--- src/hw/clock_control_defines.vh ---
// Register map, field positions, reset values and timing counts of the clock control block
`ifndef CLOCK_CONTROL_DEFINES_VH
`define CLOCK_CONTROL_DEFINES_VH

// ----------------------------------------
// Register byte offsets
// ----------------------------------------
`define OFS_SYSTEM_CLOCK_CONTROL 4'h0
`define OFS_INTERNAL_FAST_OSC_CONTROL 4'h4
`define OFS_EXTERNAL_FAST_CRYSTAL_CONTROL 4'h8
`define OFS_EXTERNAL_SLOW_CRYSTAL_CONTROL 4'hC

// ----------------------------------------
// Field positions
// ----------------------------------------
`define POS_SYS_CLOCK_SELECT_LO 5
`define POS_SYS_CLOCK_SELECT_HI 7
`define POS_FAST_SOURCE_SELECT 3
`define POS_SLOW_SOURCE_SELECT 2
`define POS_FAST_IDLE_ENABLE 1
`define POS_SLOW_IDLE_ENABLE 0
`define POS_FAST_FREQ_LO 2
`define POS_FAST_FREQ_HI 3
`define POS_STABLE 1
`define POS_ENABLE 0
`define POS_FAST_CRYSTAL_RANGE 2

// ----------------------------------------
// Reset values
// ----------------------------------------
`define RST_SYS_CLOCK_SELECT 3'h0
`define RST_SOURCE_BIT 1'h0
`define RST_IDLE_BIT 1'h0
`define RST_FAST_FREQ 2'h0
`define RST_INTERNAL_FAST_ENABLE 1'h1
`define RST_CRYSTAL_ENABLE 1'h0
`define RST_CRYSTAL_RANGE 1'h0

// ----------------------------------------
// Clock select codes and power modes
// ----------------------------------------
`define SEL_SUB_CLOCK 3'h7
`define MODE_FAST 3'h0
`define MODE_SLOW 3'h1
`define MODE_SLEEP 3'h2
`define MODE_IDLE_SLOW_ONLY 3'h3
`define MODE_IDLE_BOTH_CLOCKS 3'h4
`define MODE_IDLE_FAST_ONLY 3'h5

// ----------------------------------------
// Stabilisation counts in oscillator ticks
// ----------------------------------------
`define STABLE_TICKS_INTERNAL_FAST 16'h0010
`define STABLE_TICKS_FAST_CRYSTAL 16'h0400
`define STABLE_TICKS_SLOW_CRYSTAL 16'h0100

`endif

--- src/hw/system_clock_source_control.v ---
// Clock source, divider, oscillator enable and halt mode control with Wishbone registers
//
// Behaviour
// - Select field picks high-speed clock undivided, divided 2..64, or sub clock.
// - Unimplemented register bits read zero and ignore writes.
// - Fast source bit: 0 internal RC, 1 external crystal onto high-speed clock.
// - Slow source bit: 0 internal slow RC, 1 slow crystal onto sub clock.
// - In halt, high-speed oscillator runs only if fast idle enable is set.
// - In halt, low-speed oscillator runs only if slow idle enable is set.
// - Internal slow RC stays on while the watchdog is enabled.
// - Internal fast frequency code: 00 4MHz, 01 8MHz, 10 12MHz, 11 4MHz.
// - Internal fast stable flag reads 0 after enable, 1 once stable.
// - Internal fast enable turns oscillator on or off; resets to 1.
// - Crystal range bit: 0 up to 10MHz, 1 above 10MHz.
// - Fast crystal stable flag reads 0 after enable, 1 once stable.
// - Fast crystal enable turns it on or off; resets to 0.
// - Slow crystal stable flag reads 0 after enable, 1 once stable.
// - Slow crystal enable turns it on or off; resets to 0.
// - Halt chooses sleep or an idle mode from both idle enable bits.
// - Switch to sub clock completes only once selected slow oscillator is stable.
// - Idle bits fast/slow: 00 sleep, 01 slow only, 11 both, 10 fast only.
//
// Added by the designer: the register addresses and the Wishbone interface to the registers.
`include "clock_control_defines.vh"
`timescale 1ns/1ps
`default_nettype none

module system_clock_source_control (
  input wire clk_i,
  input wire rst_i,
  input wire wb_cyc_i,
  input wire wb_stb_i,
  input wire wb_we_i,
  input wire [3:0] wb_adr_i,
  input wire [3:0] wb_sel_i,
  input wire [31:0] wb_dat_i,
  output reg [31:0] wb_dat_o,
  output reg wb_ack_o,
  input wire internal_fast_osc_tick_i,
  input wire external_fast_crystal_tick_i,
  input wire internal_slow_osc_tick_i,
  input wire external_slow_crystal_tick_i,
  input wire watchdog_enable_i,
  input wire halt_i,
  input wire wake_i,
  output reg internal_fast_osc_run_o,
  output reg external_fast_crystal_run_o,
  output reg internal_slow_osc_run_o,
  output reg external_slow_crystal_run_o,
  output reg [1:0] internal_fast_freq_o,
  output reg fast_crystal_range_o,
  output reg high_speed_clock_tick_o,
  output reg sub_clock_tick_o,
  output reg sys_clock_tick_o,
  output reg [2:0] active_clock_select_o,
  output reg [2:0] power_mode_o
);

  // ----------------------------------------
  // Functions
  // ----------------------------------------
  function [5:0] div_mask;
    input [2:0] code;
    begin
      div_mask = (6'h01 << code) - 6'h01;
    end
  endfunction

  function [15:0] stab_count;
    input run;
    input tick;
    input [15:0] cnt;
    input [15:0] limit;
    begin
      if (!run) begin
        stab_count = 16'h0000;
      end else if (tick && cnt != limit) begin
        stab_count = cnt + 16'h0001;
      end else begin
        stab_count = cnt;
      end
    end
  endfunction

  function [2:0] run_mode;
    input [2:0] sel;
    begin
      if (sel == `SEL_SUB_CLOCK) begin
        run_mode = `MODE_SLOW;
      end else begin
        run_mode = `MODE_FAST;
      end
    end
  endfunction

  // ----------------------------------------
  // Registers
  // ----------------------------------------
  reg [2:0] sys_clock_select;
  reg fast_source_select;
  reg slow_source_select;
  reg fast_idle_enable;
  reg slow_idle_enable;
  reg [1:0] internal_fast_freq_select;
  reg internal_fast_enable;
  reg fast_crystal_range;
  reg fast_crystal_enable;
  reg slow_crystal_enable;
  reg [15:0] internal_fast_cnt;
  reg [15:0] fast_crystal_cnt;
  reg [15:0] slow_crystal_cnt;
  reg halted;
  reg [2:0] active_sel;
  reg active_fast_src;
  reg active_slow_src;
  reg [5:0] div_cnt;

  wire internal_fast_stable;
  wire fast_crystal_stable;
  wire slow_crystal_stable;
  wire bus_req;
  wire bus_wr;
  wire [7:0] system_clock_control;
  wire [7:0] internal_fast_osc_control;
  wire [7:0] external_fast_crystal_control;
  wire [7:0] external_slow_crystal_control;

  reg fast_run;
  reg slow_run;
  reg internal_slow_osc_run;
  reg hs_tick;
  reg sub_tick;
  reg sys_tick;
  reg src_running;
  reg slow_ready;
  reg [2:0] next_mode;

  assign internal_fast_stable = internal_fast_cnt == `STABLE_TICKS_INTERNAL_FAST;
  assign fast_crystal_stable = fast_crystal_cnt == `STABLE_TICKS_FAST_CRYSTAL;
  assign slow_crystal_stable = slow_crystal_cnt == `STABLE_TICKS_SLOW_CRYSTAL;

  // ----------------------------------------
  // Register read images
  // ----------------------------------------
  assign system_clock_control = {sys_clock_select, 1'b0, fast_source_select, slow_source_select,
                                 fast_idle_enable, slow_idle_enable};
  assign internal_fast_osc_control = {4'h0, internal_fast_freq_select, internal_fast_stable,
                                      internal_fast_enable};
  assign external_fast_crystal_control = {5'h00, fast_crystal_range, fast_crystal_stable,
                                          fast_crystal_enable};
  assign external_slow_crystal_control = {6'h00, slow_crystal_stable, slow_crystal_enable};

  assign bus_req = wb_cyc_i && wb_stb_i && !wb_ack_o;
  assign bus_wr = bus_req && wb_we_i && wb_sel_i[0];

  // ----------------------------------------
  // Oscillator run control
  // ----------------------------------------
  always @* begin
    fast_run = !halted || fast_idle_enable;
    slow_run = !halted || slow_idle_enable;
    internal_fast_osc_run_o = internal_fast_enable && fast_run;
    external_fast_crystal_run_o = fast_crystal_enable && fast_run;
    external_slow_crystal_run_o = slow_crystal_enable && slow_run;
    internal_slow_osc_run = slow_run && !slow_source_select;
    internal_slow_osc_run_o = internal_slow_osc_run || watchdog_enable_i;
  end

  // ----------------------------------------
  // Clock tick routing
  // ----------------------------------------
  always @* begin
    if (active_fast_src) begin
      hs_tick = external_fast_crystal_tick_i && external_fast_crystal_run_o;
    end else begin
      hs_tick = internal_fast_osc_tick_i && internal_fast_osc_run_o;
    end
    if (active_slow_src) begin
      sub_tick = external_slow_crystal_tick_i && external_slow_crystal_run_o;
    end else begin
      sub_tick = internal_slow_osc_tick_i && internal_slow_osc_run;
    end
    if (halted) begin
      sys_tick = 1'b0;
    end else if (active_sel == `SEL_SUB_CLOCK) begin
      sys_tick = sub_tick;
    end else begin
      sys_tick = hs_tick && (div_cnt == div_mask(active_sel));
    end
  end

  // ----------------------------------------
  // Source switch readiness
  // ----------------------------------------
  always @* begin
    if (active_sel == `SEL_SUB_CLOCK) begin
      src_running = active_slow_src ? external_slow_crystal_run_o : internal_slow_osc_run;
    end else begin
      src_running = active_fast_src ? external_fast_crystal_run_o : internal_fast_osc_run_o;
    end
    slow_ready = !slow_source_select || slow_crystal_stable;
  end

  // ----------------------------------------
  // Halt mode decode
  // ----------------------------------------
  always @* begin
    case ({fast_idle_enable, slow_idle_enable})
      2'b00: next_mode = `MODE_SLEEP;
      2'b01: next_mode = `MODE_IDLE_SLOW_ONLY;
      2'b11: next_mode = `MODE_IDLE_BOTH_CLOCKS;
      default: next_mode = `MODE_IDLE_FAST_ONLY;
    endcase
  end

  // ----------------------------------------
  // Wishbone acknowledge
  // ----------------------------------------
  always @(posedge clk_i) begin
    if (rst_i) begin
      wb_ack_o <= 1'b0;
    end else begin
      wb_ack_o <= bus_req;
    end
  end

  // ----------------------------------------
  // Wishbone read data
  // ----------------------------------------
  always @(posedge clk_i) begin
    if (rst_i) begin
      wb_dat_o <= 32'h00000000;
    end else begin
      wb_dat_o <= 32'h00000000;
      if (bus_req && !wb_we_i) begin
        case (wb_adr_i)
          `OFS_SYSTEM_CLOCK_CONTROL: wb_dat_o <= {24'h000000, system_clock_control};
          `OFS_INTERNAL_FAST_OSC_CONTROL: wb_dat_o <= {24'h000000, internal_fast_osc_control};
          `OFS_EXTERNAL_FAST_CRYSTAL_CONTROL: wb_dat_o <= {24'h000000, external_fast_crystal_control};
          `OFS_EXTERNAL_SLOW_CRYSTAL_CONTROL: wb_dat_o <= {24'h000000, external_slow_crystal_control};
          default: wb_dat_o <= 32'h00000000;
        endcase
      end
    end
  end

  // ----------------------------------------
  // Control register writes
  // ----------------------------------------
  always @(posedge clk_i) begin
    if (rst_i) begin
      sys_clock_select <= `RST_SYS_CLOCK_SELECT;
      fast_source_select <= `RST_SOURCE_BIT;
      slow_source_select <= `RST_SOURCE_BIT;
      fast_idle_enable <= `RST_IDLE_BIT;
      slow_idle_enable <= `RST_IDLE_BIT;
      internal_fast_freq_select <= `RST_FAST_FREQ;
      internal_fast_enable <= `RST_INTERNAL_FAST_ENABLE;
      fast_crystal_range <= `RST_CRYSTAL_RANGE;
      fast_crystal_enable <= `RST_CRYSTAL_ENABLE;
      slow_crystal_enable <= `RST_CRYSTAL_ENABLE;
    end else if (bus_wr) begin
      case (wb_adr_i)
        `OFS_SYSTEM_CLOCK_CONTROL: begin
          sys_clock_select <= wb_dat_i[`POS_SYS_CLOCK_SELECT_HI:`POS_SYS_CLOCK_SELECT_LO];
          fast_source_select <= wb_dat_i[`POS_FAST_SOURCE_SELECT];
          slow_source_select <= wb_dat_i[`POS_SLOW_SOURCE_SELECT];
          fast_idle_enable <= wb_dat_i[`POS_FAST_IDLE_ENABLE];
          slow_idle_enable <= wb_dat_i[`POS_SLOW_IDLE_ENABLE];
        end
        `OFS_INTERNAL_FAST_OSC_CONTROL: begin
          internal_fast_freq_select <= wb_dat_i[`POS_FAST_FREQ_HI:`POS_FAST_FREQ_LO];
          internal_fast_enable <= wb_dat_i[`POS_ENABLE];
        end
        `OFS_EXTERNAL_FAST_CRYSTAL_CONTROL: begin
          if (!fast_crystal_enable) begin
            fast_crystal_range <= wb_dat_i[`POS_FAST_CRYSTAL_RANGE];
          end
          fast_crystal_enable <= wb_dat_i[`POS_ENABLE];
        end
        `OFS_EXTERNAL_SLOW_CRYSTAL_CONTROL: begin
          slow_crystal_enable <= wb_dat_i[`POS_ENABLE];
        end
        default: begin
          sys_clock_select <= sys_clock_select;
        end
      endcase
    end
  end

  // ----------------------------------------
  // Stabilisation counters
  // ----------------------------------------
  always @(posedge clk_i) begin
    if (rst_i) begin
      internal_fast_cnt <= 16'h0000;
      fast_crystal_cnt <= 16'h0000;
      slow_crystal_cnt <= 16'h0000;
    end else begin
      internal_fast_cnt <= stab_count(internal_fast_osc_run_o, internal_fast_osc_tick_i,
                                      internal_fast_cnt, `STABLE_TICKS_INTERNAL_FAST);
      fast_crystal_cnt <= stab_count(external_fast_crystal_run_o, external_fast_crystal_tick_i,
                                     fast_crystal_cnt, `STABLE_TICKS_FAST_CRYSTAL);
      slow_crystal_cnt <= stab_count(external_slow_crystal_run_o, external_slow_crystal_tick_i,
                                     slow_crystal_cnt, `STABLE_TICKS_SLOW_CRYSTAL);
    end
  end

  // ----------------------------------------
  // Glitch-free source and divider switching
  // ----------------------------------------
  always @(posedge clk_i) begin
    if (rst_i) begin
      active_sel <= `RST_SYS_CLOCK_SELECT;
      active_fast_src <= `RST_SOURCE_BIT;
      active_slow_src <= `RST_SOURCE_BIT;
      div_cnt <= 6'h00;
    end else begin
      if (hs_tick) begin
        div_cnt <= (div_cnt == div_mask(active_sel)) ? 6'h00 : div_cnt + 6'h01;
      end
      if (sys_tick || !src_running) begin
        if (sys_clock_select != `SEL_SUB_CLOCK || slow_ready) begin
          active_sel <= sys_clock_select;
          div_cnt <= 6'h00;
        end
        active_fast_src <= fast_source_select;
        active_slow_src <= slow_source_select;
      end
    end
  end

  // ----------------------------------------
  // Halt and wake
  // ----------------------------------------
  always @(posedge clk_i) begin
    if (rst_i) begin
      halted <= 1'b0;
      power_mode_o <= `MODE_FAST;
    end else if (halted) begin
      if (wake_i) begin
        halted <= 1'b0;
        power_mode_o <= run_mode(active_sel);
      end
    end else if (halt_i) begin
      halted <= 1'b1;
      power_mode_o <= next_mode;
    end else begin
      power_mode_o <= run_mode(active_sel);
    end
  end

  // ----------------------------------------
  // Registered outputs
  // ----------------------------------------
  always @(posedge clk_i) begin
    if (rst_i) begin
      internal_fast_freq_o <= `RST_FAST_FREQ;
      fast_crystal_range_o <= `RST_CRYSTAL_RANGE;
      high_speed_clock_tick_o <= 1'b0;
      sub_clock_tick_o <= 1'b0;
      sys_clock_tick_o <= 1'b0;
      active_clock_select_o <= `RST_SYS_CLOCK_SELECT;
    end else begin
      internal_fast_freq_o <= (internal_fast_freq_select == 2'h3) ? 2'h0 : internal_fast_freq_select;
      fast_crystal_range_o <= fast_crystal_range;
      high_speed_clock_tick_o <= hs_tick;
      sub_clock_tick_o <= sub_tick;
      sys_clock_tick_o <= sys_tick;
      active_clock_select_o <= active_sel;
    end
  end

endmodule

`default_nettype wire

--- config.mk ---
export PLATFORM = sky130hd
export DESIGN_NAME = system_clock_source_control
export DESIGN_NICKNAME = d
export VERILOG_FILES = /design/src/hw/system_clock_source_control.v
export VERILOG_INCLUDE_DIRS = /design/src /design/src/hw
export SDC_FILE = /design/constraint.sdc
export NUM_CORES = 1
export LEC_CHECK = 0
export BUFFER_PORTS_ARGS = -buffer_cell sky130_fd_sc_hd__buf_2
export CAP_MARGIN = 10
export CORE_MARGIN = 5
export CORE_UTILIZATION = 25
export DETAILED_ROUTE_END_ITERATION = 16
export GPL_TIMING_DRIVEN = 0
export HOLD_SLACK_MARGIN = 0.05
export RECOVER_POWER = 100
export SLEW_MARGIN = 0
export SYNTH_ARGS = -nofsm -noshare
export SYNTH_HDL_FRONTEND = slang
export SYNTH_SLANG_ARGS = --single-unit
--- constraint.sdc ---
create_clock -name clk_i -period 3.6 [get_ports clk_i]
set_input_delay 0.36 -clock clk_i [delete_from_list [all_inputs] [get_ports clk_i]]
set_output_delay 0.36 -clock clk_i [all_outputs]
set_load 0.005 [all_outputs]
==> results of run 1 <==
==> registers in the layout, summed over array words and instances (netlist names), 2 cells and up <==
name and flops:
internal_fast_freq_select 2, internal_fast_freq_o 2, sys_clock_select 3, active_sel 3
wb_dat_o 7, div_cnt 6, internal_fast_cnt 16, power_mode_o 3
fast_crystal_cnt 16, slow_crystal_cnt 16, active_clock_select_o 3
==> layout make-up <==
type / instances / area [um2]
sequential: 93 / 1860
timing repair buffer: 46 / 210
buffer: 42 / 268
multi-input combinational: 413 / 2580
clock inverter: 5 / 58.8
tap: 234 / 293
fill: 2018 / 13200
clock buffer: 11 / 253
inverter: 24 / 90.1
==> final timing paths <==
path | end
max reg2reg | active_sel[0]$_SDFFE_PP0P_
max | active_sel[0]$_SDFFE_PP0P_
min reg2reg | power_mode_o[2]$_SDFFE_PP0P_
min | sys_clock_select[1]$_SDFFE_PP0P_
==> tightest hold or removal path, cell delays in order <==
cell     delay [ns]
buf_2          0.08
mux2i_1        0.05
nor2_1         0.07
==> logic make-up (layout without fill, tap and decap cells) <==
group / Yosys count / after routing
adders and majority gates: 12 / 12
other: 1 / 25
buffers and inverters: 66 / 128
xor gates and xnor gates: 40 / 40
DFF: 93 / 93
and+or+nand+nor: 251 / 251
muxes: 18 / 18
AOI/OAI and AO/OA: 67 / 67
==> Yosys cell counts (all sizes together), types with 13 or more instances <==
master / count / share of area [%]
dfxtp: 93 / 39
nor2: 78 / 6.1
buf: 33 / 4.9
nand2: 32 / 2.6
inv: 24 / 1.9
nor3: 24 / 3.0
xnor2: 21 / 3.9
a21oi: 20 / 2.1
nand3: 20 / 2.1
xor2: 19 / 3.5
mux2i: 17 / 3.6
nand4: 15 / 2.4
o21ai: 14 / 1.5
and3: 13 / 1.8
==> per-layer routing <==
layer | vias to the layer above | GRT usage (%) | part of all wire [%]
met1 | 1767 | 14.6 | 51
met5 | - | 0 | 0
li1 | 2022 | - | -
met3 | 10 | 2.96 | 5.5
met4 | 0 | 3.46 | 1.5
met2 | 66 | 14.9 | 41
==> power by group <==
group          switching (mW)  internal, mW
sequential             0.0102          1.04
combinational           0.132        0.0983
clock                   0.411         0.576
==> per-stage QoR <==
stage	cells	hold WS (ns)	cell area (um2)	setup slack (ns)
3_3_place_gp	852	0.440	5390	0.897
4_1_cts	868	0.254	5700	0.858
3_5_place_dp	852	0.451	5390	0.892
2_1_floorplan	572	0.434	4870	1.08
5_1_grt	868	0.263	5610	0.421
6_report	868	0.260	5610	0.633
==> reports/metrics.cfg, run 1 <==
[status]
outcome=finished, final reports clean

[timing]
fin_tns_setup_ns=0
skew_ns=0.00796
max_freq_mhz=337
rsz0062_at_grt=no
period_minus_slack_ns=2.97
worst_slew_margin_rel_pct=7.25
period_share_pct=82.4
finalHoldViolCount=0
tightest_slew_ns=1.38
drv_slew=0
finalSetupViolations=0

[grt]
overflow=0
grt_max_degree=16
grt_pass1_vias=3616
track_usage_pct=10.3
grt_antenna_before_repair=0
grt_pass1_wl_um=18200

[floorplan]
core_area_mm2=0.0188
die_x_um=148
num_io_pins=101
initial_core_util_pct=25.5
design.die.area_mm2=0.0220
dieHeight_um=148
num_rows=50

[detailed_routing]
drt_iter0_drc=233
ant_nets=0
drc=0
wl_per_cell_um=12.8
firstDrtPassIters=4
wl_um=11100
via_per_inst=4.45
route.vias.total=3865

[worst_setup_path]
crit_start=active_sel[0]$_SDFFE_PP0P_
criticalPathCategory=flop to flop
worstSetupPathDepth=9
critPathMaxStageDelay_ns=0.46
cp_slowest_cell=o31ai_1
end_kind=flop
arrival_ns=3.26
start_kind=flop
r2r_start=active_sel[0]$_SDFFE_PP0P_
cp_cell_sequence=clkbuf_1 -> or3_1 -> ha_1 -> xnor2_1 -> mux2i_1 -> o31ai_1 -> nand4_2 -> a21boi_4 -> o221a_1
rr_worst_depth=9
critical_path_required_ns=3.90
cp_num_buf_inv=1
ff2ff_setup_slack_ns=0.63
crit_family=compound AO/OA/AOI/OAI gates
crit_path_max_fanout=9

[pwr]
cellPowerDensity_mw_per_mm2=404
p_leak_nw=2.04
power.total_mw=2.27
ir_drop_uv=231

[layout]
final_util_pct=29.9
layout.nets=693
final_common_cell=dfxtp_1
drive_gt1_share_pct=14.0
num_antenna_cells=0
syn_to_final_growth_pct=17.5
layout_common_cells=93 x dfxtp_1, 78 x nor2_1, 31 x nand2_1

[logic_synthesis]
synthesis.area_mm2=0.00478
async_reset_ff_share_pct=0
synth_mux_area_share_pct=4.03
synth_xor_area_share_pct=7.33
yosys.area_share.simple_pct=28.5
synth_cell_types=69
synth_fa_ha_area_share_pct=3.14
synth-compound-area-share_pct=10.4
syn_area_per_cell_um2=8.72
ys_ff_latch=93
synth_enable_flop_cells=0
ys_seq_area_share_pct=39.0
postSynthCellCount=548
synth_top_family_by_area=simple AND/OR/NAND/NOR gates
synthFlopType=dfxtp_1
yosys_warnings=0

[cts]
cts_buffer_depth=2
cts_made_buffers=9
cts_hold_buf=0
post_cts_buffers=0
clkLatencyLatePin_ns=0.35
cts_sinks=93
clockRootBuffer=clkbuf_16
cts_max_level=3
cts_resized=0
cts_tree=yes
clkSlewWorstSetupHoldPaths_ns=0.07

[min_path]
hold_depth=3
hp-class=input port to flop
hold_start=wb_dat_i[6]

[flow_run]
drv_cap=0

[placement]
dp_hpwl_um=8420
numPortBuffers=46
place_congestion=0.769

Power figures use the tool's default switching activity.
==> inputs of run 2 (changes only) <==
clock period = 3 ns   (was 3.6 ns; I/O delays follow)
==> reports/metrics.cfg, run 2 (same netlist as run 1, synthesis figures left out) <==
[min_path]
hold_path_end=sys_clock_select[1]$_SDFFE_PP0P_
hold_start=wb_dat_i[6]
hp-class=input port to flop
hold_depth=3

[cts]
clkLatencyLatePin_ns=0.35
cts_resized=0
clkSlewWorstSetupHoldPaths_ns=0.07
cts_max_level=3
cts_made_buffers=9
cts_hold_buf=0
cts_buffer_depth=2
cts_sinks=93
clockRootBuffer=clkbuf_16
cts_tree=yes
post_cts_buffers=0

[layout]
syn_to_final_growth_pct=17.7
reg.largest.list=fast_crystal_cnt (16), internal_fast_cnt (16), slow_crystal_cnt (16)
final_util_pct=30.0
num_antenna_cells=0
layout.nets=693
drive_gt1_share_pct=14.5
final_common_cell=dfxtp_1
layout_common_cells=93 x dfxtp_1, 78 x nor2_1, 31 x nand2_1

[worst_setup_path]
criticalPathCategory=flop to flop
end_kind=flop
reg2reg_to=active_sel[0]$_SDFFE_PP0P_
arrival_ns=3.08
ff2ff_setup_slack_ns=0.21
start_kind=flop
critical_path_required_ns=3.29
r2r_start=active_sel[0]$_SDFFE_PP0P_
crit_path_max_fanout=9
rr_worst_depth=9

[timing]
finalHoldViolCount=0
worst_slew_margin_rel_pct=6.68
fin_tns_setup_ns=0
period_share_pct=92.9
finalSetupViolations=0
period_minus_slack_ns=2.79
skew_ns=0.00771
setup_ws_ns=0.213
rsz0062_at_grt=no
drv_slew=0
tightest_slew_ns=1.39
max_freq_mhz=359

[detailed_routing]
via_per_inst=4.47
firstDrtPassIters=4
wl_per_cell_um=12.8
ant_nets=0
drc=0
route.vias.total=3883
wl_um=11100
drt_iter0_drc=239

[pwr]
cellPowerDensity_mw_per_mm2=485
p_leak_nw=2.05
ir_drop_uv=277

[floorplan]
num_io_pins=101
core_area_mm2=0.0188
initial_core_util_pct=25.5
die_x_um=148
design.die.area_mm2=0.0220
num_rows=50
dieHeight_um=148

[grt]
grt_pass1_wl_um=18200
track_usage_pct=10.3
grt_max_degree=16
overflow=0
grt_antenna_before_repair=0
grt_pass1_vias=3616

[placement]
place_congestion=0.769
numPortBuffers=46
dp_hpwl_um=8420
dp_slack_ns=0.292

[flow_run]
drv_cap=0

[status]
outcome=finished, final reports clean

-- run 2: cell types whose count changed in the layout (fill, tap and decap cells not counted) --
cell / delta
clkbuf_2: +1
o31ai_1: -1
clkbuf_1: -1
a211oi_2: +1
a211oi_1: -1
o31ai_2: +1
-- run 2: worst max-delay path by stage --
stage,slack [ns],from,endpoint
global route,0.06,active_sel[0]$_SDFFE_PP0P_,active_sel[0]$_SDFFE_PP0P_
CTS,0.26,active_sel[0]$_SDFFE_PP0P_,active_sel[0]$_SDFFE_PP0P_
floorplan,0.48,active_sel[0]$_SDFFE_PP0P_,active_fast_src$_SDFFE_PP0P_
detailed placement,0.29,active_sel[0]$_SDFFE_PP0P_,active_sel[0]$_SDFFE_PP0P_
global placement,0.30,active_sel[0]$_SDFFE_PP0P_,active_sel[0]$_SDFFE_PP0P_
finish,0.21,active_sel[0]$_SDFFE_PP0P_,active_sel[0]$_SDFFE_PP0P_
-- run 2: where the power goes --
group          leakage, nW  internal, mW  switching (mW)
Combinational         1.15         0.122           0.160
Sequential           0.751          1.25          0.0123
Clock                0.148         0.691           0.492
Total                 2.05          2.06           0.665
-- run 2: final cells by class --
| class | count | area (um2) |
|---|---|---|
| repair buffers | 46 | 210 |
| multi-input cells | 413 | 2590 |
| inverters | 24 | 90.1 |
| clock inverters | 5 | 58.8 |
| well taps | 234 | 293 |
| plain buffers | 42 | 269 |
| fillers | 2018 | 13100 |
| clock buffers | 11 | 253 |
| flip-flops and latches | 93 | 1860 |
-- run 2: worst max-delay path, stage by stage (launching register included) --
cell      delay, ns
dfxtp_1        0.30
clkbuf_2       0.17
or3_1          0.39
ha_1           0.29
xnor2_1        0.26
mux2i_1        0.13
o31ai_2        0.32
nand4_2        0.29
a21boi_4       0.37
o221a_1        0.22
-- run 2: metrics by stage --
step / std cells / cell area (um2) / hold WS, ns / power [mW]
floorplan: 572 / 4870 / 0.434 / 1.50
global placement: 852 / 5390 / 0.440 / 1.57
detailed placement: 852 / 5390 / 0.451 / 1.57
CTS: 868 / 5700 / 0.194 / 2.77
global route: 868 / 5620 / 0.203 / 2.84
finish: 868 / 5620 / 0.201 / 2.73
-- run 2: routing by layer --
metal	vias to the layer above	part of all wire [%]	GRT usage (%)	routed length, um
li1	2024	-	-	-
met1	1785	51	14.6	5720
met2	64	42	14.9	4620
met3	10	5.5	2.96	617
met4	0	1.5	3.46	171
met5	-	0	0	0
